===== config.mk =====
export PLATFORM = sky130hd
export DESIGN_NAME = hib_power_ctrl
export DESIGN_NICKNAME = d
export VERILOG_FILES = /design/src/pkg/hib_pkg.sv /design/src/logic/hib_power_ctrl.sv
export SDC_FILE = /design/constraint.sdc
export NUM_CORES = 2
export LEC_CHECK = 0
export ABC_CLOCK_PERIOD_IN_PS = 4900
export BUFFER_PORTS_ARGS = -buffer_cell sky130_fd_sc_hd__buf_2
export CORE_UTILIZATION = 50
export DETAILED_ROUTE_END_ITERATION = 8
export GPL_ROUTABILITY_DRIVEN = 0
export PLACE_DENSITY_LB_ADDON = 0.25
export SYNTH_ARGS = -nofsm -noshare
export SYNTH_HDL_FRONTEND = slang
export SYNTH_SLANG_ARGS = --single-unit

===== constraint.sdc =====
create_clock -name clk -period 4.9 [get_ports clk]
set_clock_uncertainty 0.1 [all_clocks]
set_input_delay 0.49 -clock clk [delete_from_list [all_inputs] [get_ports clk]]
set_output_delay 0.49 -clock clk [all_outputs]
set_load 0.05 [all_outputs]

===== src/pkg/hib_pkg.sv =====
// Constants shared by the hibernation power and seconds counter controller
package hib_pkg;

    // ****************************************
    // Bus widths
    // ****************************************
    localparam int ADDR_W = 9;
    localparam int DATA_W = 32;

    // ****************************************
    // Register byte offsets
    // ****************************************
    localparam logic [8:0] OFF_COUNTER  = 9'h000;
    localparam logic [8:0] OFF_MATCH0   = 9'h004;
    localparam logic [8:0] OFF_MATCH1   = 9'h008;
    localparam logic [8:0] OFF_LOAD     = 9'h00C;
    localparam logic [8:0] OFF_CONTROL  = 9'h010;
    localparam logic [8:0] OFF_MASK     = 9'h014;
    localparam logic [8:0] OFF_RAW      = 9'h018;
    localparam logic [8:0] OFF_MASKED   = 9'h01C;
    localparam logic [8:0] OFF_CLEAR    = 9'h020;
    localparam logic [8:0] OFF_TRIM     = 9'h024;
    localparam logic [8:0] OFF_DATA_LO  = 9'h030;
    localparam logic [8:0] OFF_DATA_HI  = 9'h12C;

    // ****************************************
    // Control register fields
    // ****************************************
    localparam int CTL_W               = 8;
    localparam int CTL_COUNTER_EN      = 0;
    localparam int CTL_SLEEP_REQ       = 1;
    localparam int CTL_SRC_SEL         = 2;
    localparam int CTL_MATCH_WAKE_EN   = 3;
    localparam int CTL_PIN_WAKE_EN     = 4;
    localparam int CTL_LOW_BATT_DET_EN = 5;
    localparam int CTL_OSC_EN          = 6;
    localparam int CTL_LOW_BATT_ABORT  = 7;

    // ****************************************
    // Event fields (raw, masked, mask, clear)
    // ****************************************
    localparam int EV_W        = 4;
    localparam int EV_MATCH0   = 0;
    localparam int EV_MATCH1   = 1;
    localparam int EV_LOW_BATT = 2;
    localparam int EV_WAKE_PIN = 3;

    // ****************************************
    // Reset values and timebase counts
    // ****************************************
    localparam logic [31:0] RST_MATCH   = 32'hFFFFFFFF;
    localparam logic [31:0] RST_LOAD    = 32'hFFFFFFFF;
    localparam logic [15:0] RST_TRIM    = 16'h7FFF;
    localparam logic [15:0] NOMINAL_DIV = 16'h7FFF;
    localparam logic [6:0]  XTAL_DIV_LAST = 7'h7F;
    localparam logic [5:0]  TRIM_SLOT   = 6'h00;
    localparam int          DATA_WORDS  = 64;

    typedef enum logic [1:0] {
        ST_RUN   = 2'b00,
        ST_ENTER = 2'b01,
        ST_SLEEP = 2'b11,
        ST_WAKE  = 2'b10
    } power_state_e;

endpackage


===== src/logic/hib_power_ctrl.sv =====
// Hibernation power sequencer with seconds counter, event status and retained words
// ****************************************
// Overview of operation
// ****************************************
//
// Overview of operation
// - Reads are accepted back to back with no spacing.
// - An external clock source drives the timebase in every configuration.
// - Crystal input is divided by 128 to form the timebase.
// - Source runs only when enabled; select 0 divided crystal, 1 direct oscillator.
// - With detection enabled, low battery sets the low-battery raw flag.
// - Low-battery abort with a detected low battery refuses hibernation.
// - No battery checks while hibernating.
// - 32-bit seconds counter increments once per predivided second.
// - Predivider counts down ticks; trim divisor used one second in 64.
// - Trim above nominal lengthens the second, below shortens it.
// - Two match values; match raises an event in any state and, with match wake enabled, wakes from sleep.
// - Counter advances only when enabled; load write replaces it any time.
// - 64 read/write retained words kept through hibernation.
// - Sleep request starts hibernation and drives regulator enable low.
// - Pin wake and match wake enables, singly or together.
// - Wake releases regulator enable; raw status keeps the wake cause.
// - Wake pin, match and low-battery events ORed into one request.
// - Mask selects events; masked shows enabled pending, raw shows all.
// - Writing one to a clear bit clears that pending event.
// - Source select sits at control bit 2.
module hib_power_ctrl
    import hib_pkg::*;
(
    input  wire logic              clk,
    input  wire logic              nrst,
    input  wire logic [ADDR_W-1:0] addr,
    input  wire logic [DATA_W-1:0] wdata,
    input  wire logic              wr,
    input  wire logic              rd,
    output logic      [DATA_W-1:0] rdata,
    input  wire logic              osc_in,
    input  wire logic              wake_n,
    input  wire logic              low_batt_in,
    output logic                   regulator_enable_n,
    output logic                   hibernating,
    output logic                   irq
);

    // ****************************************
    // Input synchronisers
    // ****************************************
    // Each pin passes three flops; the filtered level moves only when the
    // last two agree. A crystal near 4.2 MHz is close to what a 10 MHz
    // sampler can follow, so the direct oscillator path is the safer one.
    localparam int NPIN = 3;
    // Flops start at each pin's idle level so no false edge follows reset
    localparam logic [NPIN-1:0] PIN_IDLE = 3'h2;
    wire  logic [NPIN-1:0] pin_raw;
    wire  logic [NPIN-1:0] pin_filt;
    assign pin_raw = {low_batt_in, wake_n, osc_in};

    genvar gi;
    generate
        for (gi = 0; gi < NPIN; gi++) begin : g_sync
            logic s1_reg;
            logic s2_reg;
            logic s3_reg;
            logic filt_reg;
            always_ff @(posedge clk or negedge nrst) begin
                if (!nrst) begin
                    s1_reg   <= PIN_IDLE[gi];
                    s2_reg   <= PIN_IDLE[gi];
                    s3_reg   <= PIN_IDLE[gi];
                    filt_reg <= PIN_IDLE[gi];
                end else begin
                    s1_reg <= pin_raw[gi];
                    s2_reg <= s1_reg;
                    s3_reg <= s2_reg;
                    if (s2_reg == s3_reg) begin
                        filt_reg <= s3_reg;
                    end
                end
            end
            assign pin_filt[gi] = filt_reg;
        end
    endgenerate

    wire logic osc_lvl;
    wire logic wake_n_lvl;
    wire logic low_batt_lvl;
    assign osc_lvl      = pin_filt[0];
    assign wake_n_lvl   = pin_filt[1];
    assign low_batt_lvl = pin_filt[2];

    // ****************************************
    // Register state
    // ****************************************
    logic [CTL_W-1:0]  ctl_reg;
    logic [CTL_W-1:0]  ctl_next;
    logic [31:0]       count_reg;
    logic [31:0]       count_next;
    logic [31:0]       match0_reg;
    logic [31:0]       match1_reg;
    logic [31:0]       load_reg;
    logic [15:0]       trim_reg;
    logic [EV_W-1:0]   mask_reg;
    logic [EV_W-1:0]   raw_reg;
    logic [EV_W-1:0]   raw_next;
    logic [15:0]       prediv_reg;
    logic [15:0]       prediv_next;
    logic [5:0]        sec_slot_reg;
    logic [6:0]        xdiv_reg;
    logic              osc_prev_reg;
    logic              wake_prev_reg;
    logic [1:0]        match_prev_reg;
    logic [DATA_W-1:0] rdata_reg;
    logic [31:0]       words [DATA_WORDS];
    power_state_e      state_reg;
    power_state_e      state_next;

    // ****************************************
    // Address decode
    // ****************************************
    wire logic hit_count;
    wire logic hit_m0;
    wire logic hit_m1;
    wire logic hit_load;
    wire logic hit_ctl;
    wire logic hit_mask;
    wire logic hit_raw;
    wire logic hit_masked;
    wire logic hit_clear;
    wire logic hit_trim;
    wire logic hit_data;
    wire logic [5:0] word_idx;
    wire logic [ADDR_W-1:0] data_off;

    assign hit_count  = (addr == OFF_COUNTER);
    assign hit_m0     = (addr == OFF_MATCH0);
    assign hit_m1     = (addr == OFF_MATCH1);
    assign hit_load   = (addr == OFF_LOAD);
    assign hit_ctl    = (addr == OFF_CONTROL);
    assign hit_mask   = (addr == OFF_MASK);
    assign hit_raw    = (addr == OFF_RAW);
    assign hit_masked = (addr == OFF_MASKED);
    assign hit_clear  = (addr == OFF_CLEAR);
    assign hit_trim   = (addr == OFF_TRIM);
    assign hit_data   = (addr >= OFF_DATA_LO) && (addr <= OFF_DATA_HI) && (addr[1:0] == 2'h0);
    assign data_off   = addr - OFF_DATA_LO;
    assign word_idx   = data_off[7:2];

    // ****************************************
    // Timebase
    // ****************************************
    wire logic osc_rise;
    wire logic osc_en;
    wire logic src_sel;
    wire logic tick;
    assign osc_en   = ctl_reg[CTL_OSC_EN];
    assign src_sel  = ctl_reg[CTL_SRC_SEL];
    assign osc_rise = osc_lvl && !osc_prev_reg;
    assign tick     = osc_en && osc_rise && (src_sel || (xdiv_reg == XTAL_DIV_LAST));

    always_ff @(posedge clk or negedge nrst) begin
        if (!nrst) begin
            osc_prev_reg <= 1'b0;
            xdiv_reg     <= 7'h00;
        end else begin
            osc_prev_reg <= osc_lvl;
            if (osc_en && !src_sel && osc_rise) begin
                xdiv_reg <= xdiv_reg + 7'h01;
            end
        end
    end

    // ****************************************
    // Predivider and seconds counter
    // ****************************************
    // A reload value D gives a second of D+1 ticks, so the nominal value
    // yields exactly 32768 ticks and each trim step moves one tick.
    wire logic        cnt_en;
    wire logic        sec_done;
    wire logic [15:0] reload_val;
    wire logic [5:0]  slot_after;
    wire logic        load_wr;
    assign cnt_en     = ctl_reg[CTL_COUNTER_EN];
    assign sec_done   = tick && cnt_en && (prediv_reg == 16'h0000);
    assign slot_after = sec_slot_reg + 6'h01;
    assign reload_val = (slot_after == TRIM_SLOT) ? trim_reg : NOMINAL_DIV;
    assign load_wr    = wr && hit_load;

    always_comb begin
        prediv_next = prediv_reg;
        if (tick && cnt_en) begin
            prediv_next = sec_done ? reload_val : (prediv_reg - 16'h0001);
        end
        count_next = count_reg;
        if (load_wr) begin
            count_next = wdata;
        end else if (sec_done) begin
            count_next = count_reg + 32'h00000001;
        end
    end

    always_ff @(posedge clk or negedge nrst) begin
        if (!nrst) begin
            prediv_reg   <= NOMINAL_DIV;
            sec_slot_reg <= 6'h00;
            count_reg    <= 32'h00000000;
        end else begin
            prediv_reg <= prediv_next;
            count_reg  <= count_next;
            if (sec_done) begin
                sec_slot_reg <= slot_after;
            end
        end
    end

    // ****************************************
    // Match detection and wake sources
    // ****************************************
    wire logic [1:0] match_lvl;
    wire logic [1:0] match_hit;
    wire logic       wake_fall;
    wire logic       wake_by_pin;
    wire logic       wake_by_match;
    wire logic       wake_any;
    assign match_lvl     = {count_reg == match1_reg, count_reg == match0_reg};
    assign match_hit     = match_lvl & ~match_prev_reg;
    assign wake_fall     = !wake_n_lvl && wake_prev_reg;
    assign wake_by_pin   = ctl_reg[CTL_PIN_WAKE_EN] && !wake_n_lvl;
    assign wake_by_match = ctl_reg[CTL_MATCH_WAKE_EN] && (|match_lvl);
    assign wake_any      = wake_by_pin || wake_by_match;

    always_ff @(posedge clk or negedge nrst) begin
        if (!nrst) begin
            match_prev_reg <= 2'b00;
            wake_prev_reg  <= 1'b1;
        end else begin
            match_prev_reg <= match_lvl;
            wake_prev_reg  <= wake_n_lvl;
        end
    end

    // ****************************************
    // Event status
    // ****************************************
    wire logic [EV_W-1:0] ev_set;
    wire logic [EV_W-1:0] ev_clr;
    wire logic            batt_check;
    wire logic [EV_W-1:0] masked;
    assign batt_check = ctl_reg[CTL_LOW_BATT_DET_EN] && (state_reg != ST_SLEEP);
    assign ev_set[EV_MATCH0]   = match_hit[0];
    assign ev_set[EV_MATCH1]   = match_hit[1];
    assign ev_set[EV_LOW_BATT] = batt_check && low_batt_lvl;
    assign ev_set[EV_WAKE_PIN] = wake_fall;
    assign ev_clr  = (wr && hit_clear) ? wdata[EV_W-1:0] : '0;
    assign masked  = raw_reg & mask_reg;

    // Set wins over a clear in the same cycle so no event is lost
    assign raw_next = (raw_reg & ~ev_clr) | ev_set;

    always_ff @(posedge clk or negedge nrst) begin
        if (!nrst) begin
            raw_reg <= '0;
        end else begin
            raw_reg <= raw_next;
        end
    end

    // ****************************************
    // Power sequencer
    // ****************************************
    wire logic abort_now;
    assign abort_now = ctl_reg[CTL_LOW_BATT_ABORT] && raw_reg[EV_LOW_BATT];

    always_comb begin
        state_next = state_reg;
        case (state_reg)
            ST_RUN: begin
                if (ctl_reg[CTL_SLEEP_REQ]) begin
                    state_next = ST_ENTER;
                end
            end
            ST_ENTER: begin
                state_next = abort_now ? ST_RUN : ST_SLEEP;
            end
            ST_SLEEP: begin
                if (wake_any) begin
                    state_next = ST_WAKE;
                end
            end
            default: begin
                state_next = ST_RUN;
            end
        endcase
    end

    always_ff @(posedge clk or negedge nrst) begin
        if (!nrst) begin
            state_reg <= ST_RUN;
        end else begin
            state_reg <= state_next;
        end
    end

    // ****************************************
    // Control register
    // ****************************************
    // The request bit drops once the sequence ends, whether refused or
    // completed, so a fresh write is needed for the next attempt.
    wire logic req_done;
    assign req_done = ((state_reg == ST_ENTER) && abort_now) || (state_reg == ST_WAKE);

    always_comb begin
        ctl_next = ctl_reg;
        if (wr && hit_ctl) begin
            ctl_next = wdata[CTL_W-1:0];
        end
        if (req_done) begin
            ctl_next[CTL_SLEEP_REQ] = 1'b0;
        end
    end

    always_ff @(posedge clk or negedge nrst) begin
        if (!nrst) begin
            ctl_reg    <= '0;
            match0_reg <= RST_MATCH;
            match1_reg <= RST_MATCH;
            load_reg   <= RST_LOAD;
            trim_reg   <= RST_TRIM;
            mask_reg   <= '0;
        end else begin
            ctl_reg <= ctl_next;
            if (wr && hit_m0) begin
                match0_reg <= wdata;
            end
            if (wr && hit_m1) begin
                match1_reg <= wdata;
            end
            if (load_wr) begin
                load_reg <= wdata;
            end
            if (wr && hit_trim) begin
                trim_reg <= wdata[15:0];
            end
            if (wr && hit_mask) begin
                mask_reg <= wdata[EV_W-1:0];
            end
        end
    end

    // ****************************************
    // Retained words
    // ****************************************
    // No reset on the array: its contents must survive every power cycle
    // of the main domain.
    always_ff @(posedge clk) begin
        if (wr && hit_data) begin
            words[word_idx] <= wdata;
        end
    end

    // ****************************************
    // Read path
    // ****************************************
    wire logic [DATA_W-1:0] rd_mux;
    assign rd_mux = hit_count  ? count_reg :
                    hit_m0     ? match0_reg :
                    hit_m1     ? match1_reg :
                    hit_load   ? load_reg :
                    hit_ctl    ? {{(DATA_W-CTL_W){1'b0}}, ctl_reg} :
                    hit_mask   ? {{(DATA_W-EV_W){1'b0}}, mask_reg} :
                    hit_raw    ? {{(DATA_W-EV_W){1'b0}}, raw_reg} :
                    hit_masked ? {{(DATA_W-EV_W){1'b0}}, masked} :
                    hit_trim   ? {16'h0000, trim_reg} :
                    hit_data   ? words[word_idx] :
                    32'h00000000;

    always_ff @(posedge clk or negedge nrst) begin
        if (!nrst) begin
            rdata_reg <= '0;
        end else if (rd) begin
            rdata_reg <= rd_mux;
        end else begin
            rdata_reg <= '0;
        end
    end

    // ****************************************
    // Outputs
    // ****************************************
    assign rdata              = rdata_reg;
    assign hibernating        = (state_reg == ST_SLEEP);
    assign regulator_enable_n = (state_reg != ST_SLEEP);
    assign irq                = |masked;

endmodule


==> tab_implementation.tex <==
\begin{tabular}{lr}
\hline
Metric & Value \\
\hline
\multicolumn{2}{l}{\textbf{STA}} \\
Post-Route Setup TNS & 0 ns \\
Fin crit period & $\sim$3.6 ns \\
Crit share post-route & 0.738 \\
Max\_slew headroom & 0.173 \\
Count of final max-slew check failures & 0 \\
Unrepaired setup endpoints after global routing & no \\
Setup-violating endpoint count in the final report & 0 \\
Number of hold violations in the final report & 0 \\
Highest Clock Rate & around 0.28 GHz \\
Actual transition at the worst max-transition pin & 1.24 ns \\
\multicolumn{2}{l}{\textbf{Floorplanning}} \\
Number of ports placed on the die boundary & 83 \\
Area inside the core boundary & around 180000 sq um \\
Starting density of the core & 0.503 \\
Area of the die & between 150000 and 200000 sq um \\
Std cell rows & $\sim$160 \\
Die outline height & approximately 430 um \\
DIE WIDTH & about 430 um \\
\multicolumn{2}{l}{\textbf{Yosys}} \\
Post-synthesis instance total & between 4000 and 5000 \\
Synth unique cells & 95 \\
Proportion of register bits with asynchronous set or reset after synthesis & 0.105 \\
Syn Nets & roughly 4700 \\
Sequential-to-total area share from yosys stat & 0.743 \\
Most instantiated flip-flop cell in the synthesis netlist & edfxtp\_1 \\
Count of flip-flops with a built-in enable after synthesis & 2048 \\
Post-synthesis cell area & approximately 90000 sq um \\
Yosys warning count & 0 \\
Average footprint of a synthesized cell & approximately 20 sq um \\
Yosys reg bits & 2287 \\
\multicolumn{2}{l}{\textbf{Power and ir drop}} \\
Power density over cell area & about 400 nW/um\^{}2 \\
Leakage component of the power & 33.7 nW \\
Peak supply drop & between 0.3 and 0.4 mV \\
\multicolumn{2}{l}{\textbf{Drt}} \\
DRC marker count from the first detailed-route iteration & approximately 7500 \\
Total length of routed met2 wires & between 100000 and 150000 um \\
Post-route ant nets & 0 \\
Residual DRC count & 0 \\
Total via count after detailed routing & 49071 \\
Per-cell via count in the routed design & around 6.6 \\
Routed met3 length & around 30000 um \\
First-pass detailed-route iteration total & 6 \\
Final wirelength & about 270000 um \\
Top layer used by detailed routing & met5 \\
Routed wire per std cell & around 36 um \\
Wire length on met1 & between 100000 and 150000 um \\
\multicolumn{2}{l}{\textbf{Global routing}} \\
Vias in the first global route & about 48000 \\
Sum of overflow across all layers after global routing & 0 \\
GR Util All Layers & 0.292 \\
First-pass GRT wire length & approximately 370000 um \\
Number of antenna violations at the first check in global routing & 27 \\
Largest net degree at the start of global routing & $\sim$110 \\
\multicolumn{2}{l}{\textbf{CTS}} \\
Post-CTS Setup Inserts & 0 \\
Sinks on Clock Net & $\sim$2300 \\
Count of H-tree levels built during CTS & 4 \\
Clock tree from TritonCTS & yes \\
Post-cts repair resize count & 0 \\
Insertion delay to the later sink of the worst-skew pair & approximately 0.89 ns \\
Inserted Clock Buffers & roughly 220 \\
Clock transition at the registers of the reported paths & about 0.060 ns \\
Root Buffer Master & clkbuf\_16 \\
Quantity of hold-fixing buffers added after cts & 6 \\
Maximum root-to-sink buffer count & 3 \\
\multicolumn{2}{l}{\textbf{Place}} \\
Half-perimeter wire length after detailed placement & between 150000 and 200000 um \\
Count of port buffers added during placement & 82 \\
Post-placement cell area & $\sim$95000 sq um \\
Post-placement cell count & 7014 \\
\multicolumn{2}{l}{\textbf{Worst setup path}} \\
Beginning of the worst register-to-register path & prediv\_reg[0] \\
Type of element launching the critical path & input pin \\
Series of cell instances along the critical path & buf\_8 -> buf\_4 -> nor2b\_1 -> a22oi\_1 -> nand2\_1 -> a32oi\_1 -> nand4\_1 -> o21ai\_0 \\
Library cell contributing the largest single delay on the critical path & nor2b\_1 \\
Worst setup path startpoint & addr[3] \\
Maximum single-stage delay on the critical path & a little over 1 ns \\
Reg2Reg Depth & 9 \\
Critical path endpoint category & flip-flop \\
Crit Path Max Fanout & 45 \\
Critical path arrival & between 4 and 5 ns \\
Data required time at the worst endpoint & 5.42 ns \\
Critical path start-end classification & input pin to flip-flop \\
\multicolumn{2}{l}{\textbf{Finish}} \\
Largest register FFs & roughly 2000 \\
Net count of the finished layout & 4930 \\
Area delta synth->final & 13.2\% \\
Final cell area excluding filler cells & just over 100000 sq um \\
Layout cell share with drive strength beyond 1 & 0.290 \\
Register with the highest flop count & words \\
Filler cells & 13306 \\
Number of cells in the finished layout apart from fillers & roughly 7400 \\
\multicolumn{2}{l}{\textbf{Run status}} \\
Outcome & finished, final reports clean \\
\multicolumn{2}{l}{\textbf{Hold path}} \\
Beginning of the worst hold path & wdata[13] \\
Type of the worst min-delay path & input pin to flip-flop \\
Hold path depth & 1 \\
\multicolumn{2}{l}{\textbf{Run}} \\
Number of max-capacitance violations reported & 0 \\
\hline
\end{tabular}
where the power goes:
group	switching [mW]	total (mW)	internal (mW)
Combinational	1.68	2.44	0.759
Clock	7.52	17.6	10.1
Sequential	0.107	21.5	21.4
worst max-delay path: cells and delay by family:
kind | cells | cell delay, ns
and+or+nand+nor | 3 | 1.71
buffers and inverters | 2 | 1.01
AOI/OAI and AO/OA | 3 | 0.80
synthesized netlist by cell type, types with 54 or more instances:
cell type / count / area [sq um]
xnor2_1: 93 / 815
edfxtp_1: 2048 / 61500
nor2_1: 148 / 556
dfrtp_1: 108 / 2700
nand3_1: 70 / 350
o21ai_0: 80 / 400
mux4_2: 525 / 11800
buf_2: 69 / 345
nand2_1: 378 / 1420
clkbuf_1: 90 / 338
buf_4: 54 / 405
a22oi_1: 57 / 428
dfstp_2: 131 / 3440
mux2_2: 104 / 1170
mux2i_1: 121 / 1210
layer usage:
| layer | up-vias | global-route usage |
|---|---|---|
| li1 | 19405 | - |
| met1 | 25960 | 0.406 |
| met2 | 3107 | 0.429 |
| met3 | 577 | 0.0779 |
| met4 | 22 | 0.143 |
| met5 | - | 0 |
cells in the final DEF (no fill, tap or decap), drive strengths merged, types with 11 or more instances in the layout:
cell | Yosys | routed
a21oi | 51 | 51
a221oi | 12 | 12
a22oi | 57 | 57
a32o | 11 | 11
a32oi | 45 | 45
and2 | 15 | 15
and3 | 14 | 14
buf | 176 | 287
bufinv | 0 | 32
clkbuf | 92 | 271
clkinv | 1 | 106
dfrtp | 108 | 108
dfstp | 131 | 131
edfxtp | 2048 | 2048
inv | 16 | 20
mux2 | 106 | 106
mux2i | 121 | 121
mux4 | 525 | 525
nand2 | 378 | 378
nand2b | 13 | 13
nand3 | 70 | 70
nand4 | 38 | 38
nor2 | 149 | 149
nor2b | 16 | 16
nor3 | 22 | 22
nor4 | 20 | 20
o21ai | 90 | 90
o221ai | 13 | 13
o22a | 15 | 15
o22ai | 16 | 16
o31ai | 13 | 13
xnor2 | 93 | 93
cell families after synthesis:
group                      synth area share
DFF                                   0.743
and+or+nand+nor                      0.0395
muxes                                 0.156
AOI/OAI and AO/OA                    0.0324
buffers and inverters                0.0184
xor gates and xnor gates            0.00933
adders and majority gates           0.00157
final timing paths:
| kind | end | slack [ns] |
|---|---|---|
| worst max-delay path | rdata[0] | 1.29 |
| worst min-delay path | words[24][13] | 0.06 |
| worst max register to register | count_reg[28] | 1.48 |
| worst min register to register | g_sync[2].s2_reg | 0.26 |
| max in group asynchronous | rdata[22] | 3.25 |
| min in group asynchronous | g_sync[2].s1_reg | 0.21 |
per-stage QoR:
| stage | utilization | hold slack [ns] | setup WS [ns] | power [mW] |
|---|---|---|---|---|
| 2_1_floorplan | - | 0.0944 | -0.152 | 23.0 |
| 3_3_place_gp | 0.528 | 0.248 | 0.560 | 24.2 |
| 3_5_place_dp | 0.528 | 0.236 | 0.597 | 24.3 |
| 4_1_cts | 0.570 | 0.0135 | 1.47 | 41.6 |
| 5_1_grt | 0.570 | 0.0708 | 1.22 | 42.4 |
| 6_report | 0.570 | 0.0637 | 1.29 | 41.5 |
layout make-up:
cell class / count / area, sq um / area share
Antenna cell: 6 / 15.0 / 0.000146
Clock buffer: 271 / 5740 / 0.0557
Clock inverter: 147 / 1800 / 0.0175
Inverter: 17 / 70.1 / 0.000680
Multi-Input combinational cell: 2053 / 22300 / 0.216
Sequential cell: 2287 / 67600 / 0.656
Tap cell: 2370 / 2970 / 0.0288
Timing Repair Buffer: 293 / 2550 / 0.0248
Power figures use the tool's default switching activity.
